## config.mk

```make
export PLATFORM = sky130hd
export DESIGN_NAME = direct_store_segment_translate
export DESIGN_NICKNAME = d
export VERILOG_FILES = /design/src/hw/ds_xlate_pkg.sv /design/src/hw/direct_store_segment_translate.sv
export SDC_FILE = /design/constraint.sdc
export NUM_CORES = 2
export LEC_CHECK = 0
export BUFFER_PORTS_ARGS = -buffer_cell sky130_fd_sc_hd__clkbuf_2
export CAP_MARGIN = 10
export CORE_AREA = 2 2 225 227
export DETAILED_ROUTE_END_ITERATION = 10
export DIE_AREA = 0 0 227 229
export PLACE_DENSITY = 0.82
export RECOVER_POWER = 25
export SLEW_MARGIN = 10
export SYNTH_ARGS = -nofsm -noshare
export SYNTH_HDL_FRONTEND = slang
export SYNTH_SLANG_ARGS = --single-unit
```

## constraint.sdc

```tcl
create_clock -name clk_i -period 4.61 [get_ports clk_i]
set_clock_uncertainty 0.05 [all_clocks]
set_input_delay 0.2305 -clock clk_i [delete_from_list [all_inputs] [get_ports clk_i]]
set_output_delay 0.2305 -clock clk_i [all_outputs]
set_load 0.05 [all_outputs]
```

## src/hw/ds_xlate_pkg.sv

```systemverilog
package ds_xlate_pkg;
	// 32-bit segment register, big-endian bit 0 = msb (vector bit 31)
	localparam int SR_W = 32;
	localparam int SR_COUNT = 16;
	localparam int SR_T_POS = 31;
	localparam int SR_KS_POS = 30;
	localparam int SR_KP_POS = 29;
	localparam int SR_BUS_UNIT_ID_HI = 28;
	localparam int SR_BUS_UNIT_ID_LO = 20;
	localparam int SR_CTL_HI = 19;
	localparam int SR_CTL_LO = 0;
	localparam logic [SR_W-1:0] SR_RESET = 32'h0000_0000;
	// 64-bit segment table entry, doubleword 0 (bit 0 = vector bit 63)
	localparam int STE_EFFECTIVE_SEGMENT_ID_HI = 63;
	localparam int STE_EFFECTIVE_SEGMENT_ID_LO = 28;
	localparam int STE_V_POS = 7;
	localparam int STE_T_POS = 6;
	localparam int STE_KS_POS = 5;
	localparam int STE_KP_POS = 4;
	// doubleword 1
	localparam int STE_BUS_UNIT_ID_HI = 38;
	localparam int STE_BUS_UNIT_ID_LO = 32;
	localparam int STE_CTL_HI = 31;
	localparam int STE_CTL_LO = 12;
	localparam int EFFECTIVE_SEGMENT_ID_W = 36;
	localparam int BUS_UNIT_ID_W = 9;
	localparam int CTL_W = 20;
	// storage attributes: inhibited and guarded only (w=0 i=1 m=0 g=1)
	localparam logic [3:0] DS_ATTR = 4'h5;
	// fault cause bit for unsupported direct-store operation (bit 5 of 32)
	localparam logic [31:0] DFC_DS_UNSUP = 32'h0400_0000;
	// operation classes
	typedef enum logic [3:0] {
		OP_LOADSTORE = 4'h0,
		OP_FLOAT = 4'h1,
		OP_RESERVE = 4'h2,
		OP_EXTCTL = 4'h3,
		OP_CACHEMGT = 4'h4
	} op_t;
	typedef enum logic [2:0] {
		ST_IDLE = 3'b001,
		ST_SEND = 3'b010,
		ST_DONE = 3'b100
	} state_t;
endpackage

```

## src/hw/direct_store_segment_translate.sv

```systemverilog
// Functional notes
// - miss block map, type bit routes direct-store
// - entry dword0: segment id, valid, type, keys
// - entry dword1: bus unit id bits, controller field
// - 32-bit register field layout for direct-store
// - sixteen on-chip segment registers, one selected
// - no page lookup, no reference/change update
// - direct-store attributes fixed at 0101
// - each bus transaction translated separately
// - problem-state bit picks user or supervisor key
// - forward descriptor part and address part
// - no page protection; controller enforces key
// - reserve/external control raise data fault
// - cache management ops complete as no-ops
// - float accesses never raise alignment fault
// - entry matches only valid and equal id
`timescale 1ns/1ps
`default_nettype none
module direct_store_segment_translate #(
	parameter bit WIDE_MODE = 1'b0 // 1: use segment table entry input
) (
	input wire logic clk_i, // core clock
	input wire logic rst_n_i, // synchronous reset
	input wire logic sr_we_i, // segment register write
	input wire logic [3:0] sr_idx_i, // segment register index
	input wire logic [ds_xlate_pkg::SR_W-1:0] sr_wdata_i, // write data
	output logic [ds_xlate_pkg::SR_W-1:0] sr_rdata_o, // read of indexed register
	input wire logic req_i, // one bus transaction to translate
	input wire logic xlate_en_i, // translation enabled
	input wire logic block_hit_i, // access hits a block map
	input wire logic problem_state_bit_i, // 1 user, 0 supervisor
	input wire logic [63:0] ea_i, // effective address
	input wire ds_xlate_pkg::op_t op_i, // operation class
	input wire logic [63:0] ste_dw0_i, // segment table entry dword 0
	input wire logic [63:0] ste_dw1_i, // segment table entry dword 1
	output logic ds_valid_o, // direct-store transfer to controller
	output logic ds_key_o, // selected protection key
	output logic [ds_xlate_pkg::BUS_UNIT_ID_W-1:0] bus_unit_id_o, // bus unit id
	output logic [ds_xlate_pkg::CTL_W-1:0] controller_field_o, // controller data
	output logic [27:0] ds_addr_o, // address offset within segment
	output logic [3:0] storage_attribute_bits_o, // attributes
	output logic mem_route_o, // access goes to page translation
	output logic ste_miss_o, // segment entry did not match
	output logic dsi_o, // data storage fault
	output logic [31:0] data_fault_cause_reg_o, // fault cause
	output logic noop_done_o // cache op completed as no-op
);
	import ds_xlate_pkg::*;

	////////////////////////////////////////////////////////////////
	typedef struct packed {
		logic [SR_COUNT-1:0][SR_W-1:0] sr;
		logic valid;
		logic key;
		logic [BUS_UNIT_ID_W-1:0] bus_unit_id;
		logic [CTL_W-1:0] ctl;
		logic [27:0] addr;
		logic [3:0] attr;
		logic mem;
		logic miss;
		logic dsi;
		logic [31:0] dfc;
		logic noop;
	} regs_t;

	regs_t r, next_r;

	function automatic logic pick_key(input logic pr, input logic ks, input logic kp);
		pick_key = pr ? kp : ks;
	endfunction

	logic t_bit, ks, kp, hit;
	logic [BUS_UNIT_ID_W-1:0] bus_unit_id;
	logic [CTL_W-1:0] ctl;
	logic [SR_W-1:0] sel_sr;

	always_comb begin
		sel_sr = r.sr[ea_i[31:28]];
		if (WIDE_MODE) begin
			// reserved bits 36-55, 60-63 and dword1 others untouched
			hit = ste_dw0_i[STE_V_POS] && (ste_dw0_i[STE_EFFECTIVE_SEGMENT_ID_HI:STE_EFFECTIVE_SEGMENT_ID_LO] == ea_i[63:28]);
			t_bit = ste_dw0_i[STE_T_POS];
			ks = ste_dw0_i[STE_KS_POS];
			kp = ste_dw0_i[STE_KP_POS];
			bus_unit_id = {2'b00, ste_dw1_i[STE_BUS_UNIT_ID_HI:STE_BUS_UNIT_ID_LO]};
			ctl = ste_dw1_i[STE_CTL_HI:STE_CTL_LO];
		end else begin
			hit = 1'b1;
			t_bit = sel_sr[SR_T_POS];
			ks = sel_sr[SR_KS_POS];
			kp = sel_sr[SR_KP_POS];
			bus_unit_id = sel_sr[SR_BUS_UNIT_ID_HI:SR_BUS_UNIT_ID_LO];
			ctl = sel_sr[SR_CTL_HI:SR_CTL_LO];
		end
	end

	always_comb begin
		next_r = r;
		next_r.valid = 1'b0;
		next_r.mem = 1'b0;
		next_r.miss = 1'b0;
		next_r.dsi = 1'b0;
		next_r.noop = 1'b0;
		if (sr_we_i) begin
			next_r.sr[sr_idx_i] = sr_wdata_i;
		end
		// every request is one transaction, translated on its own
		if (req_i && xlate_en_i && !block_hit_i) begin
			if (!hit) begin
				next_r.miss = 1'b1;
			end else if (!t_bit) begin
				next_r.mem = 1'b1;
			end else begin
				// no page table walk or status update on this path
				case (op_i)
					OP_RESERVE, OP_EXTCTL: begin
						next_r.dsi = 1'b1;
						next_r.dfc = DFC_DS_UNSUP;
					end
					OP_CACHEMGT: begin
						next_r.noop = 1'b1;
					end
					default: begin
						// floats go as plain transfers, no alignment fault
						// no page protection check; key sent out
						next_r.valid = 1'b1;
						next_r.key = pick_key(problem_state_bit_i, ks, kp);
						next_r.bus_unit_id = bus_unit_id;
						next_r.ctl = ctl;
						next_r.addr = ea_i[27:0];
						next_r.attr = DS_ATTR;
					end
				endcase
			end
		end else if (req_i) begin
			next_r.mem = 1'b1;
		end
	end

	// sync reset clears the bank and every output
	always_ff @(posedge clk_i) begin
		if (!rst_n_i) begin
			r <= '0;
		end else begin
			r <= next_r;
		end
	end

	////////////////////////////////////////////////////////////////
	assign sr_rdata_o = r.sr[sr_idx_i];
	assign ds_valid_o = r.valid;
	assign ds_key_o = r.key;
	assign bus_unit_id_o = r.bus_unit_id;
	assign controller_field_o = r.ctl;
	assign ds_addr_o = r.addr;
	assign storage_attribute_bits_o = r.attr;
	assign mem_route_o = r.mem;
	assign ste_miss_o = r.miss;
	assign dsi_o = r.dsi;
	assign data_fault_cause_reg_o = r.dfc;
	assign noop_done_o = r.noop;

	////////////////////////////////////////////////////////////////
	// one answer per request, one cycle later
	logic ds_req;
	assign ds_req = req_i && xlate_en_i && !block_hit_i && hit && t_bit;

	a_route_ds: assert property (@(posedge clk_i) disable iff (!rst_n_i)
		ds_req && (op_i == OP_LOADSTORE) |=> ds_valid_o && !mem_route_o)
		else $error("direct-store access not routed");
	a_block_skip: assert property (@(posedge clk_i) disable iff (!rst_n_i)
		req_i && block_hit_i |=> !ds_valid_o && !dsi_o && !noop_done_o)
		else $error("block hit still translated");
	a_key_user: assert property (@(posedge clk_i) disable iff (!rst_n_i)
		ds_req && (op_i == OP_LOADSTORE) && problem_state_bit_i |=> ds_key_o == $past(kp))
		else $error("user key not selected");
	a_key_super: assert property (@(posedge clk_i) disable iff (!rst_n_i)
		ds_req && (op_i == OP_LOADSTORE) && !problem_state_bit_i |=> ds_key_o == $past(ks))
		else $error("supervisor key not selected");
	a_attr_fixed: assert property (@(posedge clk_i) disable iff (!rst_n_i)
		ds_valid_o |-> storage_attribute_bits_o == 4'h5)
		else $error("attributes not 0101");
	a_fault_unsup: assert property (@(posedge clk_i) disable iff (!rst_n_i)
		ds_req && (op_i == OP_RESERVE || op_i == OP_EXTCTL) |=> dsi_o && !ds_valid_o
		&& data_fault_cause_reg_o == DFC_DS_UNSUP)
		else $error("unsupported op not faulted");
	a_cache_noop: assert property (@(posedge clk_i) disable iff (!rst_n_i)
		ds_req && op_i == OP_CACHEMGT |=> noop_done_o && !ds_valid_o && !dsi_o)
		else $error("cache op not a no-op");
	a_no_mem: assert property (@(posedge clk_i) disable iff (!rst_n_i)
		ds_req |=> !mem_route_o)
		else $error("direct-store went to page path");
	a_float_ok: assert property (@(posedge clk_i) disable iff (!rst_n_i)
		ds_req && op_i == OP_FLOAT |=> ds_valid_o && !dsi_o)
		else $error("float access faulted");
	a_match_valid: assert property (@(posedge clk_i) disable iff (!rst_n_i)
		WIDE_MODE && req_i && xlate_en_i && !block_hit_i && !ste_dw0_i[STE_V_POS]
		|=> ste_miss_o && !ds_valid_o)
		else $error("invalid entry matched");
	a_addr_fwd: assert property (@(posedge clk_i) disable iff (!rst_n_i)
		ds_req && op_i == OP_LOADSTORE |=> ds_addr_o == $past(ea_i[27:0]))
		else $error("address part not forwarded");
	a_one_answer: assert property (@(posedge clk_i) disable iff (!rst_n_i)
		req_i |=> $onehot({ds_valid_o, mem_route_o, ste_miss_o, dsi_o, noop_done_o}))
		else $error("request without exactly one answer");
	a_t0_mem: assert property (@(posedge clk_i) disable iff (!rst_n_i)
		req_i && xlate_en_i && !block_hit_i && hit && !t_bit |=> mem_route_o && !ds_valid_o)
		else $error("memory segment sent to direct-store");
	a_mem_route: assert property (@(posedge clk_i) disable iff (!rst_n_i)
		req_i && !xlate_en_i |=> mem_route_o && !ds_valid_o)
		else $error("untranslated access not sent to memory");
	a_no_fault_ls: assert property (@(posedge clk_i) disable iff (!rst_n_i)
		ds_req && op_i == OP_LOADSTORE |=> !dsi_o && !ste_miss_o)
		else $error("direct-store access faulted on key");

	c_user_xfer: cover property (@(posedge clk_i) ds_valid_o && ds_key_o);
	c_fault: cover property (@(posedge clk_i) dsi_o);
	c_noop: cover property (@(posedge clk_i) noop_done_o);
	c_mem: cover property (@(posedge clk_i) mem_route_o);
	c_miss: cover property (@(posedge clk_i) ste_miss_o);
endmodule
`default_nettype wire

```

Word level (Yosys, flattened, before mapping)
Cells that the tools add are included.
Widths: inputs -> output; s select.
- register bits: 577
- input bits: 239
- output and inout bits: 131
- word-level logic and storage cells: 57
- magnitude comparators: 3
- equal/unequal tests: 3
- mux-type cells: 14
- bitwise operators: 1
- reduce and logical (&&, ||, !) cells: 9
- operators with widths (operator ; count):
    $bwmux 512 ; 1
    $bmux 32 s4 ; 2
    $demux 32 s4 ; 1
    $mux 32 ; 3
    $mux 63 ; 1
    $mux 33 ; 1
    $lt 4x5->1 const B ; 2
    $reduce_and 3->1 ; 3
    $eq 4x2->1 const B ; 2
    $mux 1 ; 5
    $eq 4x3->1 const B ; 1
    $ge 4x1->1 const B ; 1
    $logic_and 1x1->1 ; 3
    $reduce_or 3->1 ; 1
    $reduce_or 2->1 ; 1
    $logic_not 1->1 ; 1
    $not 1->1 ; 1

Longest topological paths before layout
Gate-level depths: netlist of run 1.
- depth in word-level cells: 5
- mapped depth: 10
- depth with buffers taken out: 6

Worst setup path before layout of run 1
Ideal clock, no wire load.
- path kind: input -> output
- from: in sr_idx_i[0]
- to: out sr_rdata_o[30] (netlist bit)
- arrival time: 2.117 ns
- required time: 4.330 ns
- setup slack: 2.212 ns
- stages on the path: 6
- path buffers: 4
- path through: buf_2 buf_2 buf_2 buf_1 mux4_2 mux4_2
- cells in the longest elaborated chain, start to end: 2
- ends and longest elaborated chain (what ; line ; RTL):
    start: declaration ; direct_store_segment_translate.sv:25 ; input wire logic [3:0] sr_idx_i,
    $bmux 32 s4 ; direct_store_segment_translate.sv:150 ; assign sr_rdata_o = r.sr[sr_idx_i];
    $mux 32 (implied by the code) ; direct_store_segment_translate.sv:150 ;
    end: declaration ; direct_store_segment_translate.sv:27 ; output logic [ds_xlate_pkg::SR_W-1:0] sr_rdata_o,
No other way between the ends. The select of a mux whose other input is x is not followed.

Final worst setup path of run 1
- from: in sr_idx_i[2]
- to: reg r[306] (netlist bit)
- cells in the longest elaborated chain, start to end: 5
- elaborated cells on any way between the ends: 6
- those cells by class: order compare: 2; mux: 3; reduce/logical: 1
- ends and longest elaborated chain (what ; line ; RTL):
    $lt 4x5->1 (implied by the code) / $ge 4x1->1 (equally long branches) ; direct_store_segment_translate.sv:105 ; next_r.sr[sr_idx_i] = sr_wdata_i;
    $logic_and 1x1->1 (implied by the code) ; direct_store_segment_translate.sv:105 ;
    $mux 32 (implied by the code) ; direct_store_segment_translate.sv:105 ;
    $demux 32 s4 (*) ; direct_store_segment_translate.sv:105 ;
    $bwmux 512 (*) ; direct_store_segment_translate.sv:105 ;
    end signal: assignment ; direct_store_segment_translate.sv:145 ; r <= next_r;
    end: declaration ; direct_store_segment_translate.sv:66 ; regs_t r, next_r;
Every way passes the cells marked *; elsewhere a longest branch is shown, timed or not.
A chain may end at the register's enable or synchronous reset.

==> results.txt, run 1 <==
The detailed-route vias per instance came out at 6.43. The count of endpoints failing setup in the final report came out at 0. The root cell of the clock tree is sky130_fd_sc_hd__clkbuf_16. The setup TNS came out at 0 ns.

The end-of-flow core utilization came out at between 60% and 70%. The total vias in the final route came out at 24066. The internal portion of the total power is about 8300 uW. In the final layout, the share of cells above drive strength 1 is around 20%. The warning count from the yosys run is 0.

The share of synthesized area occupied by flip-flops and latches is ~39%. Global routing used 34.8% of the available tracks. The horizontal die dimension is around 230 um. The initial antenna violation count came to 4. The flow ran to the end, but the final reports show violations. For the worst setup path, the data required time is 5.05 ns. The layer with the highest usage after global routing is met2. The multi-input logic area came out at 0.0165 sq mm.

Combinational logic is responsible for 8.7% of the overall power. Dividing the detail-routed wire length by the instance count gives between 20 and 25 um. Global routing used 44.8% of the available met1 tracks. The synthesized design contains 0 enable-type register cells. The power density over cell area is 335 mW/mm^2. Traced cell by cell, the critical path runs through clkbuf_2 > nand3_1 > clkbuf_1 > nand2_1 > a21boi_0. The worst hold path belongs to the class primary input to flip-flop.

The classification of the worst setup path is primary input to flip-flop. The CTS H-tree depth is 2. The pre-CTS setup slack came out at 1.37 ns. After synthesis, the share of flip-flops with an asynchronous set or reset is 0%. The worst-case IR drop observed on VDD is between 0.2 and 0.3 mV. TritonCTS built the clock tree. The clock latency on the worst-skew pair is 0.63 ns. The maximum number of pins on one net before global-route repair came out at 241. The critical path ends at r[306]$_SDFFE_PN0P_. The worst hold-check slack came out at 0.0259 ns. In this run the cell area measured after placement is 0.0303 sq mm.

The count of buffers inserted at the top-level ports came out at 175. In the final design database the tool counted 3257 nets. The area taken by flip-flops and latches came out at 0.0115 sq mm. The terminus of the critical flop-to-flop path is noop_done_o$_SDFF_PN0_.

The number of global-route vias before repair came out at about 24000. The full die area came out at ~0.052 sq mm. The switching part of the total power is 24.2%. The slew at the pin closest to its max-slew limit is 2.19 ns. The post-detailed-route count of antenna-violating nets came out at 0. For this run, design rule violations remaining after detail routing come to 0. The final count of hold timing violations came out at 0.

Counting cells, the worst reg-to-reg path comes to 7. The region available for standard cell placement spans 0.0497 sq mm. The critical path starts at sr_idx_i[2]. The last weighted congestion value of the routability-driven placer is between 0.8 and 0.9.

On the critical path, the stage with the largest delay is an instance of sky130_fd_sc_hd__nand3_1. The switching power came out at 2650 uW. The startpoint kind of the worst setup timing path is a primary input. The starting density of the core came out at 60.1%. The final reports fail on max-capacitance violations, max-slew violations.

The final clock period utilization by the worst path is roughly 77%. The mapped netlist covers 0.0298 sq mm. The minimum setup slack among reg-to-reg paths came out at between 1.5 and 2 ns. After routing the design area is 0.0328 sq mm. Setup repair after global routing left no endpoint under its margin. For this run, the leading register cell type out of synthesis is sky130_fd_sc_hd__dfxtp_1. Timing would allow up to 280 MHz. The leakage power is 0.0107 uW.

After filler insertion, the fill cell instance count of the layout stands at 3704. The number of clock buffers inserted by TritonCTS is 58. The top-level I/O count came out at 370.

Once routing completed, OpenROAD measured the worst setup slack at 1.04 ns. The maximum number of buffers from clock root to sink came out at 3. The max-slew headroom at the worst pin came out at -46.4%.

The max-capacitance violation count is 3. The arrival time reported for the critical path endpoint is 4.01 ns. The initialized floorplan defines 82 standard-cell rows.

For this block, the routed nets add up to 91000 um of wire. The average instance in the mapped netlist occupies 9.79 sq um. The startpoint identified for the worst register-to-register timing path is r[610]$_SDFFE_PN0P_. The detailed-router iteration count before antenna repair came out at 6. The die height is about 230 um. The met2 track demand over resource came out at 53.1%.

The area growth from synthesis to layout is 9.81%. The final number of max-transition violations is 83. Of the total power, the clock network draws around 45%. The number of buffers inserted to repair setup after CTS is 0. The maximum fanout along the worst path came out at 38. The aggregate global routing overflow is 0. The power share of the sequential group came out at between 40% and 50%. The half-perimeter wire length of the detailed placement result is approximately 52000 um. The tree built by TritonCTS fans out to ~580 sinks.

In this run, synthesis produced a sequential element count of 576. The detailed router finished its first iteration with 3333 violations. The largest single stage delay on the critical path is 1.40 ns.

The critical path endpoint category is a flip-flop. The shortest period the worst path allows came out at 3.57 ns. The clock input transition at the sequential cells of the worst setup and hold paths came out at roughly 0.060 ns. The gate count of the mapped netlist came out at 3047.

The met3 usage in global routing is 9.93%. The first global-routing pass estimated 137000 um of wire. The count of distinct cell types in the synthesized netlist came out at 39.
registers in the layout, summed over array words and instances (netlist names):
name and flops:
mem_route_o 1, r 512, data_fault_cause_reg_o 1, ds_addr_o 28
noop_done_o 1, dsi_o 1, ds_key_o 1, ds_valid_o 1
storage_attribute_bits_o 1, controller_field_o 20, bus_unit_id_o 9
worst max-delay path: cells and delay by family:
family,cells,cell delay [ns]
buffers and inverters,2,1.99
and+or+nand+nor,2,1.65
AOI/OAI and AO/OA,1,0.11
synth_stat cells (6+ instances only):
master                     count  area, sq um
sky130_fd_sc_hd__a21boi_0    495         3720
sky130_fd_sc_hd__buf_4        96          721
sky130_fd_sc_hd__or3_1         7         43.8
sky130_fd_sc_hd__mux4_2      310         6980
sky130_fd_sc_hd__dfxtp_1     576        11500
sky130_fd_sc_hd__nor2_1       12         45.0
sky130_fd_sc_hd__a21boi_1     17          128
sky130_fd_sc_hd__buf_6         8         90.1
sky130_fd_sc_hd__clkbuf_1    250          938
sky130_fd_sc_hd__buf_2        40          200
sky130_fd_sc_hd__nand2b_1      6         37.5
sky130_fd_sc_hd__mux2i_1      61          611
sky130_fd_sc_hd__nand2_1    1037         3890
sky130_fd_sc_hd__nor3_1        8         40.0
sky130_fd_sc_hd__buf_1        18         67.6
sky130_fd_sc_hd__nor2b_1      62          388
cells in the final DEF (no fill, tap or decap), types with 3 or more instances in the layout:
master                          instances
sky130_fd_sc_hd__buf_6                  3
sky130_fd_sc_hd__clkbuf_2             105
sky130_fd_sc_hd__nor3b_1                3
sky130_fd_sc_hd__nor3_2                 7
sky130_fd_sc_hd__dfxtp_1              576
sky130_fd_sc_hd__mux4_2               310
sky130_fd_sc_hd__nor2_1                 6
sky130_fd_sc_hd__clkbuf_16             61
sky130_fd_sc_hd__nand2_1             1037
sky130_fd_sc_hd__dlygate4sd3_1         56
sky130_fd_sc_hd__mux2_2                 3
sky130_fd_sc_hd__mux2i_1               61
sky130_fd_sc_hd__bufinv_16              4
sky130_fd_sc_hd__buf_12                 4
sky130_fd_sc_hd__clkbuf_8              20
sky130_fd_sc_hd__mux4_1                 4
sky130_fd_sc_hd__nor2_4                 6
sky130_fd_sc_hd__or3_1                  5
sky130_fd_sc_hd__a21boi_1              10
sky130_fd_sc_hd__conb_1                34
sky130_fd_sc_hd__nand2b_1               6
sky130_fd_sc_hd__nor2b_1               62
sky130_fd_sc_hd__or2_2                  4
sky130_fd_sc_hd__nand3_1                5
sky130_fd_sc_hd__clkinv_2              10
sky130_fd_sc_hd__a21boi_0             502
sky130_fd_sc_hd__clkbuf_1              79
sky130_fd_sc_hd__diode_2                4
sky130_fd_sc_hd__buf_4                 53
per-layer routing:
metal | up-vias | share of wire (%)
met5 | - | 0
met4 | 0 | 5.7
met3 | 362 | 14
met2 | 1674 | 45
met1 | 11698 | 36
li1 | 10332 | -
power by group through the flow:
stage	combinational (uW)	clock [uW]	sequential [uW]
global placement	880	0	5180
detailed placement	900	0	5190
global route	1000	5170	5090
CTS	941	4970	5080
floorplan	704	0	5180
finish	960	4930	5080
cells by family (layout without fill, tap and decap cells):
family                 Yosys count  count (layout)  synth area share (%)
DFF                            576             576                  38.7
AOI/OAI and AO/OA              526             526                  13.3
and+or+nand+nor               1150            1150                  15.3
muxes                          378             378                  25.9
other                            1              38                0.0126
buffers and inverters          416             400                  6.85
timing repair:
action                                 CTS  global route
gates resized for setup                  0             0
endpoints found under the hold margin  199             0
hold buffers                            56             0
area by class of cell:
type,count,area share [%]
Multi-Input combinational cell,2088,50.3
Sequential cell,576,35.2
Timing Repair Buffer,291,5.75
Clock buffer,91,5.59
Tap cell,672,2.57
Clock inverter,15,0.542
Inverter,3,0.0344
Antenna cell,4,0.0306
worst min path at each step:
stage,depth (start not counted),start,to
after floorplan,2,req_i,mem_route_o$_SDFF_PN0_
after global placement,2,r[104]$_SDFFE_PN0P_,r[104]$_SDFFE_PN0P_
after detailed placement,2,r[105]$_SDFFE_PN0P_,r[105]$_SDFFE_PN0P_
after CTS,3,sr_wdata_i[25],r[604]$_SDFFE_PN0P_
after global routing,3,sr_wdata_i[8],r[363]$_SDFFE_PN0P_
final,3,sr_wdata_i[8],r[363]$_SDFFE_PN0P_
stage by stage:
stage          std cells  power (uW)
6_report            3740       11000
4_1_cts             3736       11000
5_1_grt             3738       11300
3_5_place_dp        3574        6090
3_3_place_gp        3574        6060
2_1_floorplan       3080        5880
Note: power is estimated with default switching activity, not from simulation.
==> inputs of run 2 (changes only) <==
ABC_AREA = 1   (was not set)
CORE_AREA = 2 2 238 240   (was 2 2 225 227)
DIE_AREA = 0 0 240 242   (was 0 0 227 229)
PLACE_DENSITY = 0.76   (was 0.82)
clock period = 3.1 ns   (was 4.61 ns; I/O delays follow)
==> results.txt, run 2 <==
The startpoint kind of the worst setup timing path is a primary input. The depth of the critical timing path with buffers and inverters included is 7 (+2). On the critical path the largest part of the delay comes from buffers and inverters. The maximum number of buffers from clock root to sink came out at 3 (unchanged). The number of sinks on the clock net is 576 (unchanged). The maximum number of pins on one net before global-route repair is 224 (-7.1%).

The final number of max-transition violations came out at 249 (+200%). The peak supply drop came to 0.508 mV (+77%). The count of distinct cell types in the synthesized netlist is 26 (-33%). The aggregate global routing overflow came out at 0 (unchanged). Setup repair after global routing left no endpoint under its margin. The clock input transition at the sequential cells of the worst setup and hold paths is 0.07 ns (about the same).

The starting density of the core was 52.2% (-7.9 points). The cell that appears most often on the critical path is sky130_fd_sc_hd__nor2_1. The tree is rooted in a sky130_fd_sc_hd__clkbuf_16. The last weighted congestion value of the routability-driven placer came out at 0.858 (+3.6%). The area share of the largest cell type after synthesis is 39.6% (+0.98 points). The number of violations reported at the end of detailed-routing iteration 0 was 5103 (+53%). In the layout the commonest cells are sky130_fd_sc_hd__nand2_1, sky130_fd_sc_hd__nor2_1, sky130_fd_sc_hd__dfxtp_1. The total of flip-flops plus latches after synthesis came out at 576 (unchanged). More flip-flops sit in one register than any other, and that register is r. The count of buffers inserted at the top-level ports is 175 (unchanged). The share of synthesized area occupied by flip-flops and latches is 39.6% (+0.98 points). The worst setup path is of the primary input to flip-flop kind. The arrival time reported for the critical path endpoint is 3.41 ns (-0.60 ns).

The initial antenna violation count was 6 (+2). The full die area came out at 0.0581 sq mm (+12%). The delay of the slowest critical-path stage is 1.63 ns (+0.23 ns).

The commonest cells after synthesis are sky130_fd_sc_hd__nand2_1, sky130_fd_sc_hd__nor2_1, sky130_fd_sc_hd__dfxtp_1. The startpoint identified for the worst hold timing path is sr_idx_i[3]. The maximum clock frequency came out at 346 MHz. The number of flip-flops in the largest register came out at 512 (unchanged). The power density over cell area is 533 mW/mm^2 (+59%).

The maximum fanout along the worst path is 29 (-24%). In this run the worst setup path begins at sr_idx_i[2]. The final reports fail on design-rule violations, max-capacitance violations, max-slew violations. The leakage power came to 0.0137 uW (+28%). In the post-synthesis netlist, the cell with the most instances is sky130_fd_sc_hd__nand2_1. The half-perimeter wire length of the detailed placement result is 57000 um (+8.7%). The global-route usage over all layers came out at 36.6% (+1.8 points). The horizontal die dimension came out at 240 um (+5.7%).

The count of endpoints failing setup in the final report came to 0 (unchanged). The die height came out at 242 um (+5.7%). The most critical setup path has its endpoint at r[593]$_SDFFE_PN0P_.

The terminus of the critical flop-to-flop path is noop_done_o$_SDFF_PN0_. The routed wire length is 111000 um (+22%). The share of final-layout standard cells stronger than drive strength 1 came out at 7.34% (-12 points). The post-detailed-route count of antenna-violating nets is 0 (unchanged). Leaving out fill and tap cells, the most frequent cell in the layout is sky130_fd_sc_hd__nand2_1. The signal on the critical path passes through dlygate4sd3_1 > clkbuf_2 > nand2_1 > nor2_1 > clkbuf_1 > o21ai_0 > nor2_1.

The gate count of the mapped netlist came out at 4451 (+46%). The top-level I/O count came to 370 (unchanged). The standard cell core area came out at 0.0557 sq mm (+12%). The worst-case reg-to-reg path depth came out at 10 (+3). TritonCTS built the clock tree.

The post-route DRC violation count came out at 2 (+2). Of the available clock period, the critical path in the final layout requires 93.1%. The number of synthesized flops with an enable pin was 0 (unchanged).

The minimum setup slack among reg-to-reg paths came to 0.72 ns (-1.26 ns). The warning count from the yosys run is 0 (unchanged). The number of clock buffers inserted by TritonCTS came out at 58 (unchanged).

For the finished layout, the period the worst path requires is 2.89 ns. The final count of hold timing violations came to 0 (unchanged). The worst setup path is captured at a flip-flop.

In the synthesized netlist the dominant register cell turns out to be sky130_fd_sc_hd__dfxtp_1. The leading area contributor after synthesis is sky130_fd_sc_hd__dfxtp_1. The run finished, with violations left. The detailed-route vias per instance is 6.10 (-5.3%). The max-slew headroom at the worst pin is -49.1% (-2.7 points).

For this design, the slowest cell found on the critical path is sky130_fd_sc_hd__clkbuf_1. The clock latency on the worst-skew pair came out at 0.65 ns (+0.02 ns). The area growth from synthesis to layout is 11.1%. The share of async-settable or async-resettable flops after synthesis came out at 0% (unchanged). The max-capacitance violation count came out at 3 (unchanged). The number of buffers inserted to repair setup after CTS came out at 0 (unchanged). The count of standard-cell rows came out at 87 (+6.1%). The slew at the pin closest to its max-slew limit came out at 2.24 ns (+0.0461 ns). The average detailed-routed wire length per instance is 21.4 um (-12%). The count of buffer and inverter cells on the critical path came to 3 (+1). The end-of-flow core utilization came to 58.0% (-8.0 points).

The cell area after technology mapping came out at 0.0291 sq mm (-2.5%). The detailed-router iteration count before antenna repair is 10 (+4). The required time of the critical path is 3.62 ns (-1.43 ns).

The CTS H-tree depth is 2 (unchanged). The total vias in the final route is 31603 (+31%). The final layout net count is 4615 (+42%). The first-pass GRT wire length is 167000 um (+22%). The synthesized area per cell came out at 6.54 sq um (-33%). The number of global-route vias before repair came to 28513 (+19%). In this run the critical register-to-register path is launched from r[450]$_SDFFE_PN0P_.

The path type of the worst min-delay path is primary input to flip-flop. By area the synthesized netlist is led by sky130_fd_sc_hd__dfxtp_1, sky130_fd_sc_hd__nand2_1, sky130_fd_sc_hd__nor2_1. The setup TNS came out at 0 ns (unchanged).
[run 2: changes by cell type after synthesis, moves of 48 or more]
cell                       change
sky130_fd_sc_hd__a21oi_1     +191
sky130_fd_sc_hd__buf_2        +48
sky130_fd_sc_hd__nor2b_1      -62
sky130_fd_sc_hd__nand2_1      -59
sky130_fd_sc_hd__a22oi_1     +233
sky130_fd_sc_hd__o21ai_0     +411
sky130_fd_sc_hd__mux2i_1      -61
sky130_fd_sc_hd__mux4_2      -310
sky130_fd_sc_hd__a21boi_0    -495
sky130_fd_sc_hd__nor2_1      +860
sky130_fd_sc_hd__o21ai_1      +89
sky130_fd_sc_hd__nand3_1     +410
sky130_fd_sc_hd__inv_1        +88
[run 2: worst min-delay path by stage]
stage                                     end  cells past startpoint
global route            ds_key_o$_SDFFE_PN0P_                      5
floorplan                 r[451]$_SDFFE_PN0P_                      2
global placement    ds_addr_o[7]$_SDFFE_PN0P_                      3
finish                    r[100]$_SDFFE_PN0P_                      4
CTS                       r[100]$_SDFFE_PN0P_                      4
detailed placement  ds_addr_o[8]$_SDFFE_PN0P_                      3
[run 2: power by group]
group | leakage [uW] | internal, uW | switching, uW
clock | 0.00103 | 4430 | 3170
combinational | 0.00805 | 478 | 1500
sequential | 0.00466 | 7560 | 105
[run 2: through the flow]
stage	hold WS, ns	std cells	power, uW	instance area [sq um]	worst slack [ns]
finish	0.0480	5185	17200	32300	0.213
global route	0.0367	5183	17700	32300	0.165
CTS	0.0132	5181	17200	32400	0.341
detailed placement	0.367	4998	9640	29600	0.614
global placement	0.362	4998	9620	29600	0.620
floorplan	0.240	4484	9060	29200	1.34
[run 2: layout make-up]
cell class                 count  area (sq um)
antenna                        4          10.0
clock buffer                  89          1810
clock inverter                20           246
fill                        5233         23400
inverter                     118           458
multi-input combinational   3304         15000
sequential                   576         11500
tap                          756           946
timing repair buffer         318          2320
[run 2: kinds of logic after synthesis]
kind of cell	synth area share, %
and+or+nand+nor	32.0
DFF	39.6
AOI/OAI and AO/OA	18.7
other	0.0129
buffers and inverters	9.59
[run 2: worst min-delay path, cell delays in order]
cell and delay (ns):
sky130_fd_sc_hd__clkbuf_2 0.22, sky130_fd_sc_hd__nor2_4 0.15, sky130_fd_sc_hd__nand3_1 0.11, sky130_fd_sc_hd__a21oi_1 0.06
[run 2: metal layers]
metal | up-vias | global-route usage, % | wire length [um]
met5 | - | 0 | 22
met4 | 4 | 20.6 | 6780
met3 | 469 | 9.12 | 16400
met2 | 2444 | 53.2 | 46100
met1 | 14275 | 49.3 | 41600
li1 | 14411 | - | -
[run 2: timing repair]
action / 4_1_cts / 5_1_grt
endpoints found under the hold margin: 512 / 0
hold buffers: 74 / 0
resized for setup: 0 / 0
